<file path="config.mk">
export PLATFORM = sky130hd
export DESIGN_NAME = pgr_route
export DESIGN_NICKNAME = d
export VERILOG_FILES = /design/src/common/pgr_pkg.sv /design/src/verilog/pgr_pulse_gen.sv /design/src/verilog/pgr_point_select.sv /design/src/verilog/pgr_route.sv
export VERILOG_INCLUDE_DIRS = /design/src /design/src/common
export SDC_FILE = /design/constraint.sdc
export NUM_CORES = 1
export LEC_CHECK = 0
export BUFFER_PORTS_ARGS = -buffer_cell sky130_fd_sc_hd__buf_2
export CORE_ASPECT_RATIO = 0.5
export CORE_MARGIN = 1
export CORE_UTILIZATION = 30
export DETAILED_ROUTE_END_ITERATION = 12
export PLACE_DENSITY = 0.54
export SYNTH_ARGS = -nofsm -noshare
export SYNTH_HDL_FRONTEND = slang
export SYNTH_SLANG_ARGS = --single-unit
</file>
<file path="constraint.sdc">
create_clock -name clock -period 17.4 [get_ports clock]
set_clock_uncertainty 0.1 [all_clocks]
set_input_delay 3.48 -clock clock [delete_from_list [all_inputs] [get_ports clock]]
set_output_delay 3.48 -clock clock [all_outputs]
set_load 0.05 [all_outputs]
</file>
<file path="src/common/pgr_cfg.svh">
// Constants for the pulse generator output routing block.
// Assumes a 20 MHz core clock; included by bare name wherever needed.
`ifndef PGR_CFG_SVH
`define PGR_CFG_SVH

// Channel and point counts, point index width and counter width.
`define PGR_NUM_CHAN        4
`define PGR_NUM_POINTS      12
`define PGR_ONBOARD_POINTS  8
`define PGR_POINT_W         4
`define PGR_CNT_W           16

// First absent point: on-board on the reduced variants and the full range, then past the add-on board.
`define PGR_SIX_LIMIT       4'h6
`define PGR_FOUR_LIMIT      4'h4
`define PGR_ONBOARD_LIMIT   4'h8
`define PGR_ADDON_LIMIT     4'hC

// Default pulse and direction points per channel, packed channel 3 first, then the default period and high time.
`define PGR_RST_PULSE_POINTS 16'h6420
`define PGR_RST_DIR_POINTS   16'h7531
`define PGR_RST_PERIOD       16'h03E8
`define PGR_RST_HIGH_TIME    16'h01F4

// Clock rate and frequency ceilings, in hertz.
`define PGR_CLK_HZ          20000000
`define PGR_FMAX_TOP_HZ     1000000
`define PGR_FMAX_BASE_HZ    100000
`define PGR_FMAX_STD_HZ     20000
`define PGR_FMAX_FAST_HZ    200000

// Shortest pulse period in clock cycles, rounded up.
`define PGR_MIN_CYC_TOP  ((`PGR_CLK_HZ + `PGR_FMAX_TOP_HZ - 1) / `PGR_FMAX_TOP_HZ)
`define PGR_MIN_CYC_BASE ((`PGR_CLK_HZ + `PGR_FMAX_BASE_HZ - 1) / `PGR_FMAX_BASE_HZ)
`define PGR_MIN_CYC_STD  ((`PGR_CLK_HZ + `PGR_FMAX_STD_HZ - 1) / `PGR_FMAX_STD_HZ)
`define PGR_MIN_CYC_FAST ((`PGR_CLK_HZ + `PGR_FMAX_FAST_HZ - 1) / `PGR_FMAX_FAST_HZ)

`endif

</file>
<file path="src/common/pgr_pkg.sv">
// Types shared by the pulse generator output routing block.
// Assumes nothing beyond a SystemVerilog compiler.
package pgr_pkg;

  // Hardware variant of the controller.
  typedef enum logic [1:0] {
    PGR_VAR_TOP,
    PGR_VAR_FULL,
    PGR_VAR_SIX,
    PGR_VAR_FOUR
  } pgr_variant_t;

  // Fitted add-on output board.
  typedef enum logic [1:0] {
    PGR_BOARD_NONE,
    PGR_BOARD_STD,
    PGR_BOARD_FAST
  } pgr_board_t;

  // Generator mode.
  typedef enum logic {
    PGR_MODE_PWM,
    PGR_MODE_TRAIN
  } pgr_mode_t;

  // Generator state.
  typedef enum logic {
    PGR_GEN_IDLE,
    PGR_GEN_RUN
  } pgr_gen_state_t;

endpackage

</file>
<file path="src/verilog/pgr_pulse_gen.sv">
// One pulse generator channel: width modulation or pulse train with direction.
// Assumes the period is already clamped to at least the legal minimum.
`timescale 1ns/10ps
`include "pgr_cfg.svh"
module pgr_pulse_gen (
  input  wire logic                  clock,
  input  wire logic                  reset_n,
  input  wire logic                  clockEnable,
  input  wire logic                  run,
  input  wire pgr_pkg::pgr_mode_t    mode,
  input  wire logic [`PGR_CNT_W-1:0] period,
  input  wire logic [`PGR_CNT_W-1:0] highTime,
  input  wire logic                  dirIn,
  output logic                       pulseOut,
  output logic                       dirOut
);
  import pgr_pkg::*;

  pgr_gen_state_t        state;
  logic [`PGR_CNT_W-1:0] count;
  logic [`PGR_CNT_W-1:0] next_count;
  logic                  next_pulse;

  // The generator only runs while allowed; it restarts its period cleanly.
  always_ff @(posedge clock) begin
    if (!reset_n) begin
      state <= PGR_GEN_IDLE;
    end else if (clockEnable) begin
      case (state)
        PGR_GEN_IDLE: if (run) state <= PGR_GEN_RUN;
        PGR_GEN_RUN:  if (!run) state <= PGR_GEN_IDLE;
        default:      state <= PGR_GEN_IDLE;
      endcase
    end
  end

  // Period counter and waveform decision; a train runs at half duty.
  always_comb begin
    next_count = count + 16'h0001;
    if (count >= period - 16'h0001) begin
      next_count = 16'h0000;
    end
    if (mode == PGR_MODE_PWM) begin
      next_pulse = (next_count < highTime);
    end else begin
      next_pulse = (next_count < (period >> 1));
    end
  end

  // Outputs come from flops so the pins see no glitches.
  always_ff @(posedge clock) begin
    if (!reset_n) begin
      count    <= 16'h0000;
      pulseOut <= 1'b0;
      dirOut   <= 1'b0;
    end else if (clockEnable) begin
      if (state == PGR_GEN_RUN && run) begin
        count    <= next_count;
        pulseOut <= next_pulse;
        dirOut   <= (mode == PGR_MODE_TRAIN) ? dirIn : 1'b0;
      end else begin
        count    <= 16'hFFFF; // First running edge wraps to zero.
        pulseOut <= 1'b0;
        dirOut   <= 1'b0;
      end
    end
  end
endmodule

</file>
<file path="src/verilog/pgr_point_select.sv">
// Per-point output selector: generator signal when claimed, image bit otherwise.
// Assumes claim flags are already checked for presence of the point.
`timescale 1ns/10ps
`include "pgr_cfg.svh"
module pgr_point_select (
  input  wire logic                                         clock,
  input  wire logic                                         reset_n,
  input  wire logic                                         clockEnable,
  input  wire logic [`PGR_NUM_CHAN-1:0][`PGR_POINT_W-1:0]   pulsePoint,
  input  wire logic [`PGR_NUM_CHAN-1:0][`PGR_POINT_W-1:0]   dirPoint,
  input  wire logic [`PGR_NUM_CHAN-1:0]                     pulseClaim,
  input  wire logic [`PGR_NUM_CHAN-1:0]                     dirClaim,
  input  wire logic [`PGR_NUM_CHAN-1:0]                     genPulse,
  input  wire logic [`PGR_NUM_CHAN-1:0]                     genDir,
  input  wire logic [`PGR_NUM_POINTS-1:0]                   imageBits,
  output logic      [`PGR_NUM_POINTS-1:0]                   pointOut,
  output logic      [`PGR_NUM_POINTS-1:0]                   pointOwned
);
  import pgr_pkg::*;

  genvar p;
  generate
    for (p = 0; p < `PGR_NUM_POINTS; p = p + 1) begin : g_point
      logic owned;
      logic value;

      // Lower channel numbers win if two channels name the same point.
      always_comb begin
        owned = 1'b0;
        value = imageBits[p];
        for (int c = `PGR_NUM_CHAN - 1; c >= 0; c--) begin
          if (dirClaim[c] && dirPoint[c] == `PGR_POINT_W'(p)) begin
            owned = 1'b1;
            value = genDir[c];
          end
          if (pulseClaim[c] && pulsePoint[c] == `PGR_POINT_W'(p)) begin
            owned = 1'b1;
            value = genPulse[c];
          end
        end
      end

      // Registered pin drive and ownership flag.
      always_ff @(posedge clock) begin
        if (!reset_n) begin
          pointOut[p]   <= 1'b0;
          pointOwned[p] <= 1'b0;
        end else if (clockEnable) begin
          pointOut[p]   <= value;
          pointOwned[p] <= owned;
        end
      end
    end
  endgenerate
endmodule

</file>
<file path="src/verilog/pgr_route.sv">
// Top of the pulse generator output routing block.
// Assumes configuration and program image come from logic on the same clock.
`timescale 1ns/10ps
`include "pgr_cfg.svh"

// Notes on behaviour
// - There are four independent generators routable to on-board or add-on board outputs.
// - Each generator runs in exactly one mode, width modulation or pulse train.
// - A point claimed by a generator is removed from the program's view of the output image.
// - Program writes to a claimed point are ignored and the generator keeps the pin.
// - On-board pulses are limited to 1 MHz on the top variant and 100 KHz otherwise, without a flag.
// - Add-on board pulses are limited to 20 KHz on a standard board and 200 KHz on a fast one.
// - A generator may use any on-board or add-on point and never an expansion or remote point.
// - Width mode drives one output; train mode drives a pulse and an optional direction output.
// - Any point not used by a pulse function stays an ordinary program output.
// - By default generators are off, set to points 0, 2, 4, 6 with direction on the next odd point.
// - Points absent on a reduced variant can never be claimed by a generator.
// - Ordinary points take the program image at the start of each scan.
// - Configuration is accepted at any time but pulses run only in run mode.
module pgr_route (
  input  wire logic                                       clock,
  input  wire logic                                       reset_n,
  input  wire logic                                       clockEnable,
  input  wire logic                                       runMode,
  input  wire pgr_pkg::pgr_variant_t                      hwVariant,
  input  wire pgr_pkg::pgr_board_t                        boardType,
  input  wire logic [`PGR_NUM_CHAN-1:0]                   cfgLoad,
  input  wire logic [`PGR_NUM_CHAN-1:0]                   cfgEnable,
  input  wire logic [`PGR_NUM_CHAN-1:0]                   cfgTrainMode,
  input  wire logic [`PGR_NUM_CHAN-1:0]                   cfgDirEnable,
  input  wire logic [`PGR_NUM_CHAN-1:0][`PGR_POINT_W-1:0] cfgPulsePoint,
  input  wire logic [`PGR_NUM_CHAN-1:0][`PGR_POINT_W-1:0] cfgDirPoint,
  input  wire logic [`PGR_NUM_CHAN-1:0][`PGR_CNT_W-1:0]   cfgPeriod,
  input  wire logic [`PGR_NUM_CHAN-1:0][`PGR_CNT_W-1:0]   cfgHighTime,
  input  wire logic [`PGR_NUM_CHAN-1:0]                   dirCommand,
  input  wire logic                                       scanStart,
  input  wire logic [`PGR_NUM_POINTS-1:0]                 imageData,
  output logic      [`PGR_NUM_POINTS-1:0]                 pointOut,
  output logic      [`PGR_NUM_POINTS-1:0]                 pointOwned,
  output logic      [`PGR_NUM_POINTS-1:0]                 imageView,
  output logic      [`PGR_NUM_CHAN-1:0]                   chanActive
);
  import pgr_pkg::*;

  // Per-channel configuration, loaded by a strobe per channel.
  logic      [`PGR_NUM_CHAN-1:0]                   chanEnable;
  pgr_mode_t                                       chanMode [`PGR_NUM_CHAN];
  logic      [`PGR_NUM_CHAN-1:0]                   chanDirEnable;
  logic      [`PGR_NUM_CHAN-1:0][`PGR_POINT_W-1:0] chanPulsePoint;
  logic      [`PGR_NUM_CHAN-1:0][`PGR_POINT_W-1:0] chanDirPoint;
  logic      [`PGR_NUM_CHAN-1:0][`PGR_CNT_W-1:0]   chanPeriod;
  logic      [`PGR_NUM_CHAN-1:0][`PGR_CNT_W-1:0]   chanHighTime;
  logic      [`PGR_NUM_CHAN-1:0][`PGR_CNT_W-1:0]   effPeriod;
  logic      [`PGR_NUM_CHAN-1:0]                   pulseClaim;
  logic      [`PGR_NUM_CHAN-1:0]                   dirClaim;
  logic      [`PGR_NUM_CHAN-1:0]                   genPulse;
  logic      [`PGR_NUM_CHAN-1:0]                   genDir;
  logic      [`PGR_NUM_POINTS-1:0]                 imageLatched;
  logic      [`PGR_NUM_POINTS-1:0]                 ownedNext;

  localparam logic [`PGR_NUM_CHAN*`PGR_POINT_W-1:0] RST_PULSE = `PGR_RST_PULSE_POINTS;
  localparam logic [`PGR_NUM_CHAN*`PGR_POINT_W-1:0] RST_DIR   = `PGR_RST_DIR_POINTS;
  localparam logic [`PGR_CNT_W-1:0] MIN_TOP  = `PGR_CNT_W'(`PGR_MIN_CYC_TOP);
  localparam logic [`PGR_CNT_W-1:0] MIN_BASE = `PGR_CNT_W'(`PGR_MIN_CYC_BASE);
  localparam logic [`PGR_CNT_W-1:0] MIN_STD  = `PGR_CNT_W'(`PGR_MIN_CYC_STD);
  localparam logic [`PGR_CNT_W-1:0] MIN_FAST = `PGR_CNT_W'(`PGR_MIN_CYC_FAST);

  // A point exists only on the controller or a fitted add-on board.
  // Index values past the add-on board would be expansion or remote points.
  function automatic logic pointPresent(
    input logic [`PGR_POINT_W-1:0] point,
    input pgr_variant_t            variant,
    input pgr_board_t              board
  );
    logic present;
    present = 1'b0;
    if (point < `PGR_ONBOARD_LIMIT) begin
      case (variant)
        PGR_VAR_FOUR: present = (point < `PGR_FOUR_LIMIT);
        PGR_VAR_SIX:  present = (point < `PGR_SIX_LIMIT);
        default:      present = 1'b1;
      endcase
    end else if (point < `PGR_ADDON_LIMIT) begin
      present = (board != PGR_BOARD_NONE);
    end
    return present;
  endfunction

  // Shortest legal pulse period for the point that carries the pulse.
  function automatic logic [`PGR_CNT_W-1:0] minPeriod(
    input logic [`PGR_POINT_W-1:0] point,
    input pgr_variant_t            variant,
    input pgr_board_t              board
  );
    logic [`PGR_CNT_W-1:0] limit;
    if (point < `PGR_ONBOARD_LIMIT) begin
      limit = (variant == PGR_VAR_TOP) ? MIN_TOP : MIN_BASE;
    end else begin
      limit = (board == PGR_BOARD_FAST) ? MIN_FAST : MIN_STD;
    end
    return limit;
  endfunction

  genvar c;
  generate
    for (c = 0; c < `PGR_NUM_CHAN; c = c + 1) begin : g_chan
      // Configuration may change in startup as well as in run mode.
      // Reset leaves every channel off on its default points.
      always_ff @(posedge clock) begin
        if (!reset_n) begin
          chanEnable[c]     <= 1'b0;
          chanMode[c]       <= PGR_MODE_PWM;
          chanDirEnable[c]  <= 1'b0;
          chanPulsePoint[c] <= RST_PULSE[c*`PGR_POINT_W +: `PGR_POINT_W];
          chanDirPoint[c]   <= RST_DIR[c*`PGR_POINT_W +: `PGR_POINT_W];
          chanPeriod[c]     <= `PGR_RST_PERIOD;
          chanHighTime[c]   <= `PGR_RST_HIGH_TIME;
        end else if (clockEnable && cfgLoad[c]) begin
          chanEnable[c]     <= cfgEnable[c];
          chanMode[c]       <= cfgTrainMode[c] ? PGR_MODE_TRAIN : PGR_MODE_PWM;
          chanDirEnable[c]  <= cfgDirEnable[c];
          chanPulsePoint[c] <= cfgPulsePoint[c];
          chanDirPoint[c]   <= cfgDirPoint[c];
          chanPeriod[c]     <= cfgPeriod[c];
          chanHighTime[c]   <= cfgHighTime[c];
        end
      end

      // Claims are made only on present points; a rejected direction claim leaves
      // that point to the program; a rejected pulse claim stops the generator, but an enabled direction point that is present stays claimed and held low.
      always_comb begin
        pulseClaim[c] = chanEnable[c] &&
                        pointPresent(chanPulsePoint[c], hwVariant, boardType);
        dirClaim[c]   = chanEnable[c] && chanMode[c] == PGR_MODE_TRAIN &&
                        chanDirEnable[c] && chanDirPoint[c] != chanPulsePoint[c] &&
                        pointPresent(chanDirPoint[c], hwVariant, boardType);
      end

      // Clamp the period silently; no error is raised for an over-fast setting.
      // The trade-off is that a too-short period just runs at the ceiling.
      always_comb begin
        effPeriod[c] = chanPeriod[c];
        if (chanPeriod[c] < minPeriod(chanPulsePoint[c], hwVariant, boardType)) begin
          effPeriod[c] = minPeriod(chanPulsePoint[c], hwVariant, boardType);
        end
      end

      // One generator per channel, each independent of the others.
      pgr_pulse_gen u_gen (
        .clock       (clock),
        .reset_n     (reset_n),
        .clockEnable (clockEnable),
        .run         (runMode && pulseClaim[c]),
        .mode        (chanMode[c]),
        .period      (effPeriod[c]),
        .highTime    (chanHighTime[c]),
        .dirIn       (dirCommand[c]),
        .pulseOut    (genPulse[c]),
        .dirOut      (genDir[c])
      );

      // Active means configured, on a real point, and in run mode.
      always_ff @(posedge clock) begin
        if (!reset_n) begin
          chanActive[c] <= 1'b0;
        end else if (clockEnable) begin
          chanActive[c] <= runMode && pulseClaim[c];
        end
      end
    end
  endgenerate

  // The program image reaches the ordinary points only at scan start.
  // Claimed bits are held here too, but the selector never looks at them.
  always_ff @(posedge clock) begin
    if (!reset_n) begin
      imageLatched <= 12'h000;
    end else if (clockEnable && scanStart) begin
      imageLatched <= imageData;
    end
  end

  // Ownership as the selector is about to register it. Masking with the registered
  // flag instead would let the view lag the pins by one edge on every claim change.
  always_comb begin
    ownedNext = 12'h000;
    for (int p = 0; p < `PGR_NUM_POINTS; p++) begin
      for (int k = 0; k < `PGR_NUM_CHAN; k++) begin
        if ((pulseClaim[k] && chanPulsePoint[k] == `PGR_POINT_W'(p)) ||
            (dirClaim[k] && chanDirPoint[k] == `PGR_POINT_W'(p))) begin
          ownedNext[p] = 1'b1;
        end
      end
    end
  end

  // Program view of the image with claimed points taken away.
  always_ff @(posedge clock) begin
    if (!reset_n) begin
      imageView <= 12'h000;
    end else if (clockEnable) begin
      imageView <= imageLatched & ~ownedNext;
    end
  end

  // Per-point multiplexer onto the output pins.
  pgr_point_select u_select (
    .clock       (clock),
    .reset_n     (reset_n),
    .clockEnable (clockEnable),
    .pulsePoint  (chanPulsePoint),
    .dirPoint    (chanDirPoint),
    .pulseClaim  (pulseClaim),
    .dirClaim    (dirClaim),
    .genPulse    (genPulse),
    .genDir      (genDir),
    .imageBits   (imageLatched),
    .pointOut    (pointOut),
    .pointOwned  (pointOwned)
  );
endmodule

</file>
==> results of run 1 <==
[metrics by stage]
| step | utilization [%] | total power (uW) | worst slack, ns | instance area (um^2) | instances |
|---|---|---|---|---|---|
| CTS | 34.9 | 1920 | 6.59 | 23400 | 3611 |
| finish | 34.9 | 1910 | 6.58 | 23400 | 3613 |
| floorplan | - | 1050 | 7.35 | 20400 | 2537 |
| global route | 34.9 | 2010 | 5.78 | 23400 | 3613 |
| detailed placement | 33.2 | 1190 | 5.97 | 22300 | 3554 |
| global placement | 33.2 | 1180 | 6.15 | 22300 | 3554 |
[worst register-to-register path, delay by kind of cell, from the launching register on]
kind	cells	cell delay [ns]
compound gates	7	1.93
xor+xnor	1	0.18
fa+ha+maj	4	1.14
buf+inv	3	0.31
flops	1	0.58
simple gates	14	3.35
[layout make-up]
type,instances,area share (%)
Multi-Input combinational cell,1969,57.1
Timing Repair Buffer,258,5.72
Clock buffer,40,3.76
Inverter,134,2.15
Clock inverter,17,0.968
Antenna cell,2,0.0214
Sequential cell,296,25.5
Tap cell,897,4.80
[kinds of logic (layout without fill, tap and decap cells)]
| logic type | after synthesis | after routing | share of synthesized area (%) |
|---|---|---|---|
| flops | 296 | 296 | 29.2 |
| mux | 35 | 35 | 1.75 |
| fa+ha+maj | 216 | 216 | 13.3 |
| compound gates | 687 | 687 | 23.7 |
| buf+inv | 272 | 449 | 5.26 |
| simple gates | 906 | 906 | 21.4 |
| xor+xnor | 125 | 125 | 5.37 |
| other cells | 0 | 2 | 0 |
[layer usage]
| layer | global-route usage [%] | vias up |
|---|---|---|
| li1 | - | 9553 |
| met1 | 23.9 | 9260 |
| met2 | 33.7 | 385 |
| met3 | 2.06 | 122 |
| met4 | 6.83 | 2 |
| met5 | 0 | - |
[synth_stat cells, drive strengths merged (15+ instances only)]
library cell | n | area share (%)
nand4 | 61 | 1.9
nor2b | 21 | 0.64
o21ai | 133 | 3.3
dfxtp | 293 | 29
nand2 | 294 | 5.4
ha | 216 | 13
buf | 24 | 0.69
nor2 | 239 | 4.4
a22o | 33 | 1.4
nor3 | 34 | 0.97
nand2b | 21 | 0.64
mux2i | 30 | 1.5
nand3 | 85 | 2.1
and3 | 25 | 0.77
xnor2 | 82 | 3.5
clkbuf | 114 | 2.1
o221a | 50 | 2.8
a21oi | 185 | 4.6
o22a | 28 | 1.2
o21a | 21 | 0.77
a211oi | 35 | 1.4
xor2 | 43 | 1.8
nor4 | 19 | 0.68
o211ai | 26 | 0.96
inv | 131 | 2.4
or3 | 16 | 0.49
and2 | 15 | 0.46
a21o | 34 | 1.3
[state kept, by name (all words and copies together), names as in the netlist]
name                   count
g_chan.u_gen.pulseOut      4
chanPulsePoint            16
chanHighTime              64
imageView                 12
g_chan.u_gen.count        64
chanDirPoint              16
chanEnable                 4
imageLatched              12
g_chan.u_gen.dirOut        4
chanPeriod                64
u_select.pointOut         12
chanMode                   4
chanActive                 4
chanDirEnable              4
u_select.pointOwned       12
[path summary, 6_finish.rpt]
check | endpoint | slack [ns]
worst min-delay path | chanHighTime[43]$_SDFFE_PN0P_ | 0.36
worst max register to register | g_chan[0].u_gen.pulseOut$_SDFFE_PN0P_ | 9.72
worst min register to register | chanHighTime[43]$_SDFFE_PN0P_ | 0.36
worst max-delay path | g_chan[0].u_gen.pulseOut$_SDFFE_PN0P_ | 6.58
[power by group]
part           total [uW]  internal [uW]  switching, uW
combinational         410            166            244
sequential            763            714           48.3
clock                 736            431            305
==> run metrics, run 1 <==
EDFF count, synth=3; Crit path top cell by count=ha_1; most common cell after layout, fill and taps aside=nand2_1; input/output buffers=240; Wirelength per Cell=18.6 um; TritonCTS Sinks=296; FF+latch area=0.00596 mm^2; initial DRC count=1320; TritonRoute pass-1 iters=9; Worst Hold Launch=chanHighTime[43]$_SDFFE_PN0P_; I/O pins=241; crit path launch=boardType[1]; number of global-route vias before repair=18.6k; unique cell type count in the Yosys netlist=86; Syn-to-layout area delta=14.8%; Max VDD drop=0.0690 mV; unrepaired setup endpoints after global routing=no; Synth Flop Type=dfxtp_1; headroom to the max-slew limit=28.2%; fill cell count=7084; slowest cell delay on critical path=0.84 ns; Peak Freq=92.4 MHz; # hold bufs at CTS=0; worst-margin pin slew=1.08 ns; WHS=0.356 ns; max_cap viols=0; TritonCTS clock tree=yes; wl on met1=29.8 mm; R2R cell count=29; Power Density=81.6 mW/mm^2; Critical-path top delay cell=nor2b_1; GRT Total Usage=19.0%; via-per-instance ratio=5.35; Setup TNS=0 ns; Crit Path Class=in -> reg; WL met2=32.8 mm; CP endpoint kind=flip-flop; synthesized area per cell=8.03 um^2; area of the core=0.0671 mm^2; Hold WC Path Type=reg -> reg; static leakage=0.00971 uW; Worst-Skew Late Latency=0.61 ns; Initial Utilization=30.4%; initial antenna violation count=5; fin crit period=10.82 ns; footprint of the multi-input gates=0.0134 mm^2; YS warnings=0; commonest cells after routing, fill and taps aside=nand2_1, dfxtp_1, buf_2; Seq/Total Area, Yosys=29.2%; Mapped Nets=2954; root buffer cell=clkbuf_16; remaining antenna violation count=0; Post-synth ARST share=0%; total CTS buffers=31; Crit path required time=17.79 ns; Die Ht=186 um; Final GP Congestion=0.938; Post-Synthesis Cells=2537; outcome=complete, but fails checks; Startpoint Class=input port; CP top delay family=simple AND/OR/NAND/NOR gates; largest net degree at the start of global routing=69; hold path cells=2; post-CTS resize count=0; Final Slew Violations=0; met3 WL=2.33 mm; Clock Path Buffers=3; FF-to-FF Start=chanPulsePoint[3]$_SDFFE_PN0P_; failing checks=design-rule violations; H-Tree Depth=1; final WL=67.2 mm; crit path max fanout=26; WP data arrival=11.21 ns; DR DRC count=2; WP buf/inv=3; Die Width=371 um; GRT Residual Overflow=0; global-route wire length before repair=105 mm; Crit. path cell count=30; DIE AREA=0.0690 mm^2; Final Cycle Share=62.2%; vias after detailed routing=19.3k; NumNets Final=3107; proportion of layout cells with a drive suffix above 1=15.1%; top sig layer=met5; Setup Buffers After CTS=0; synthesized cell area=0.0204 mm^2; clock-pin slew on the worst setup and hold paths=0.07 ns; final setup fails=0; num rows=67; hpwl dp=51.2 mm; final hold violation count=0; number of synthesized register bits=296
Power figures use the tool's default switching activity.
==> inputs of run 2 (changes only) <==
--- a/config.mk
+++ b/config.mk
@@ -6,6 +6,7 @@
 export SDC_FILE = /design/constraint.sdc
 export NUM_CORES = 1
 export LEC_CHECK = 0
+export ABC_AREA = 1
 export BUFFER_PORTS_ARGS = -buffer_cell sky130_fd_sc_hd__buf_2
 export CORE_ASPECT_RATIO = 0.5
 export CORE_MARGIN = 1
==> constraint.sdc (replaced) <==
create_clock -name clock -period 11.3 [get_ports clock]
set_clock_uncertainty 0.1 [all_clocks]
set_input_delay 2.26 -clock clock [delete_from_list [all_inputs] [get_ports clock]]
set_output_delay 2.26 -clock clock [all_outputs]
set_load 0.05 [all_outputs]
==> run 2 against run 1 <==
- the run now ends clean
- synthesized area grew 2.0%
- synthesized cell count up 22%
- first-iteration DRC count grew 2.4%
- combinational power up 64%
- largest power group unchanged
==> run metrics, run 2 <==
final WL=69.6 mm (+3.6%); global-route wire length before repair=109 mm (+4.5%); unique cell type count in the Yosys netlist=61 (-29%); total CTS buffers=34 (+9.7%); Power Density=124 mW/mm^2 (+52%); fill cell count=7316 (+3.3%); Initial Utilization=30.7% (+0.31 points); slowest cell delay on critical path=0.36 ns (-0.48 ns); Final Cycle Share=70.3%; final setup fails=0 (unchanged); RR Endpoint=g_chan[1].u_gen.pulseOut$_SDFFE_PN0P_; register share of total power=38.9% (-1.1 points); max_cap viols=0 (unchanged); WHS=0.361 ns (+0.00556 ns); via-per-instance ratio=4.89 (-8.5%); outcome=finished clean; EDFF count, synth=3 (unchanged); Crit path top cell by count=nand2_1; WP data arrival=8.28 ns (-2.93 ns); pre-CTS setup slack=2.89 ns (-3.08 ns); TritonCTS clock tree=yes; Post-synth ARST share=0% (unchanged); FF-to-FF Start=chanPulsePoint[7]$_SDFFE_PN0P_; static leakage=0.0119 uW (+23%); Internal=2010 uW (+54%); commonest cells after routing, fill and taps aside=nand2_1, inv_1, nor2_1; worst-margin pin slew=1.02 ns (-0.0554 ns); switching pwr=960 uW (+61%); initial antenna violation count=1 (-4); xor/xnor share of the synthesized area=3.29% (-2.1 points); clock-pin slew on the worst setup and hold paths=0.06 ns (about the same); H-Tree Depth=2 (+1); Setup TNS=0 ns (unchanged); root buffer cell=clkbuf_16; synthesized cell area=0.0208 mm^2 (+2.0%); TritonCTS Sinks=296 (unchanged); most common cell after layout, fill and taps aside=nand2_1; Post-Synthesis Cells=3107 (+22%); Worst-Skew Late Latency=0.54 ns (-0.07 ns); num rows=67 (unchanged); Critical-path top delay cell=inv_1; Clock Path Buffers=3 (unchanged); number of synthesized register bits=296 (unchanged); number of global-route vias before repair=19.9k (+6.7%); synthesized area per cell=6.69 um^2 (-17%); cell taking the most area after synthesis=dfxtp_1; Hold WC Path Type=reg -> reg; Final Slew Violations=0 (unchanged); NumNets Final=3720 (+20%); Max VDD drop=0.0960 mV (+39%); DR DRC count=0 (-2); biggest regs=chanHighTime x64, chanPeriod x64, g_chan.u_gen.count x64; footprint of the multi-input gates=0.0126 mm^2 (-5.8%); Mapped Nets=3524 (+19%); initial DRC count=1352 (+2.4%); hpwl dp=55.6 mm (+8.7%); Placed Cells=4164 (+17%); post-CTS resize count=0 (unchanged); Crit path required time=11.64 ns (-6.15 ns); GRT Total Usage=19.5% (+0.48 points); Compound-Gate Fraction of Synth Area=16.8% (-6.9 points); DIE AREA=0.0704 mm^2 (+2.0%); remaining antenna violation count=0 (unchanged); Wirelength per Cell=16.5 um (-11%); Final GP Congestion=0.985 (+5.0%); WHS Endpoint=chanHighTime[42]$_SDFFE_PN0P_; combinational family with the most area after synthesis=simple AND/OR/NAND/NOR gates; final core occ=35.4% (+0.47 points); area of the core=0.0677 mm^2 (+1.0%); Peak Freq=126 MHz; Worst R2R Setup Slack=4.53 ns (-5.19 ns); Synth Area in Simple Gates=27.4% (+6.0 points); crit path max fanout=13 (-50%); Crit Path Class=in -> reg; post-synth top area share=28.2% (-0.58 points); R2R cell count=40 (+38%); Non-Filler Instances=4225 (+17%); CP endpoint kind=flip-flop; Worst Hold Launch=chanHighTime[42]$_SDFFE_PN0P_; unrepaired setup endpoints after global routing=no; Gate power share=22.6% (+1.1 points); TritonRoute pass-1 iters=8 (-1); proportion of layout cells with a drive suffix above 1=11.9% (-3.1 points); Synth Area in Adders=13.0% (-0.27 points); headroom to the max-slew limit=31.9% (+3.7 points); Die Width=374 um (+1.0%); most frequent cell after synthesis=nand2_1; sw frac=32.3% (+1.0 points); largest net degree at the start of global routing=61 (-12%); hold path cells=2 (unchanged); YS warnings=0 (unchanged); Die Ht=188 um (+1.0%); vias after detailed routing=20.7k (+7.0%); mux share of post-synthesis cell area=0% (-1.8 points); Clock power frac=38.5% (about the same); Seq/Total Area, Yosys=28.6% (-0.58 points); Synth Flop Type=dfxtp_1; FF+latch area=0.00596 mm^2 (unchanged); final hold violation count=0 (unchanged); final worst slack=3.36 ns (-3.22 ns); commonest cells in the netlist=nand2_1, inv_1, nor2_1; Setup Buffers After CTS=0 (unchanged); GRT Residual Overflow=0 (unchanged); # hold bufs at CTS=0 (unchanged); input/output buffers=240 (unchanged); Syn-to-layout area delta=15.2%; most area-consuming cells after synthesis=dfxtp_1, ha_1, nand2_1; fin crit period=7.94 ns; I/O pins=241 (unchanged); Startpoint Class=input port
==> run 2: cell type report <==
class                           instances  area share (%)
Antenna cell                            1          0.0104
Clock buffer                           45            4.02
Clock inverter                         15           0.711
Inverter                              500            7.87
Multi-Input combinational cell       2223            52.5
Sequential cell                       296            24.9
Tap cell                              897            4.69
Timing Repair Buffer                  248            5.28
==> run 2: critical path: cells and delay by family <==
kind | cells | cell delay (ns)
compound gates | 6 | 0.90
fa+ha+maj | 4 | 1.10
buf+inv | 8 | 1.28
simple gates | 25 | 2.74
==> run 2: cell families (layout without fill, tap and decap cells) <==
family	count (synthesis)	count (layout)
simple gates	1344	1344
xor+xnor	78	78
fa+ha+maj	216	216
compound gates	585	585
flops	296	296
other cells	0	1
buf+inv	588	808
==> run 2: how the worst max path moves through the flow <==
stage	startpoint	cells past startpoint	slack (ns)	end
after floorplan	boardType[1]	39	4.13	g_chan[3].u_gen.pulseOut$_SDFFE_PN0P_
after global placement	boardType[1]	43	3.02	g_chan[1].u_gen.pulseOut$_SDFFE_PN0P_
after detailed placement	boardType[1]	43	2.89	g_chan[1].u_gen.pulseOut$_SDFFE_PN0P_
after CTS	boardType[1]	43	3.42	g_chan[1].u_gen.pulseOut$_SDFFE_PN0P_
after global routing	boardType[1]	43	2.72	g_chan[1].u_gen.pulseOut$_SDFFE_PN0P_
final	boardType[1]	43	3.36	g_chan[1].u_gen.pulseOut$_SDFFE_PN0P_
==> run 2: power by group through the flow <==
stage	clock network (uW)	logic (uW)	registers (uW)
floorplan	0	468	1180
global placement	0	661	1180
detailed placement	0	671	1180
CTS	1180	675	1160
global route	1220	774	1160
finish	1150	671	1160
==> run 2: layer usage <==
metal,GRT usage [%],vias up,wire length [um]
met5,0,-,0
met4,4.76,0,1560
met3,2.29,91,2700
met2,35.0,408,34000
met1,24.7,9604,31300
li1,-,10600,-
==> run 2: through the flow <==
step	power [uW]	instance area (um^2)
3_5_place_dp	1850	22800
2_1_floorplan	1650	20800
5_1_grt	3160	23900
3_3_place_gp	1840	22800
4_1_cts	3010	23900
6_report	2970	23900
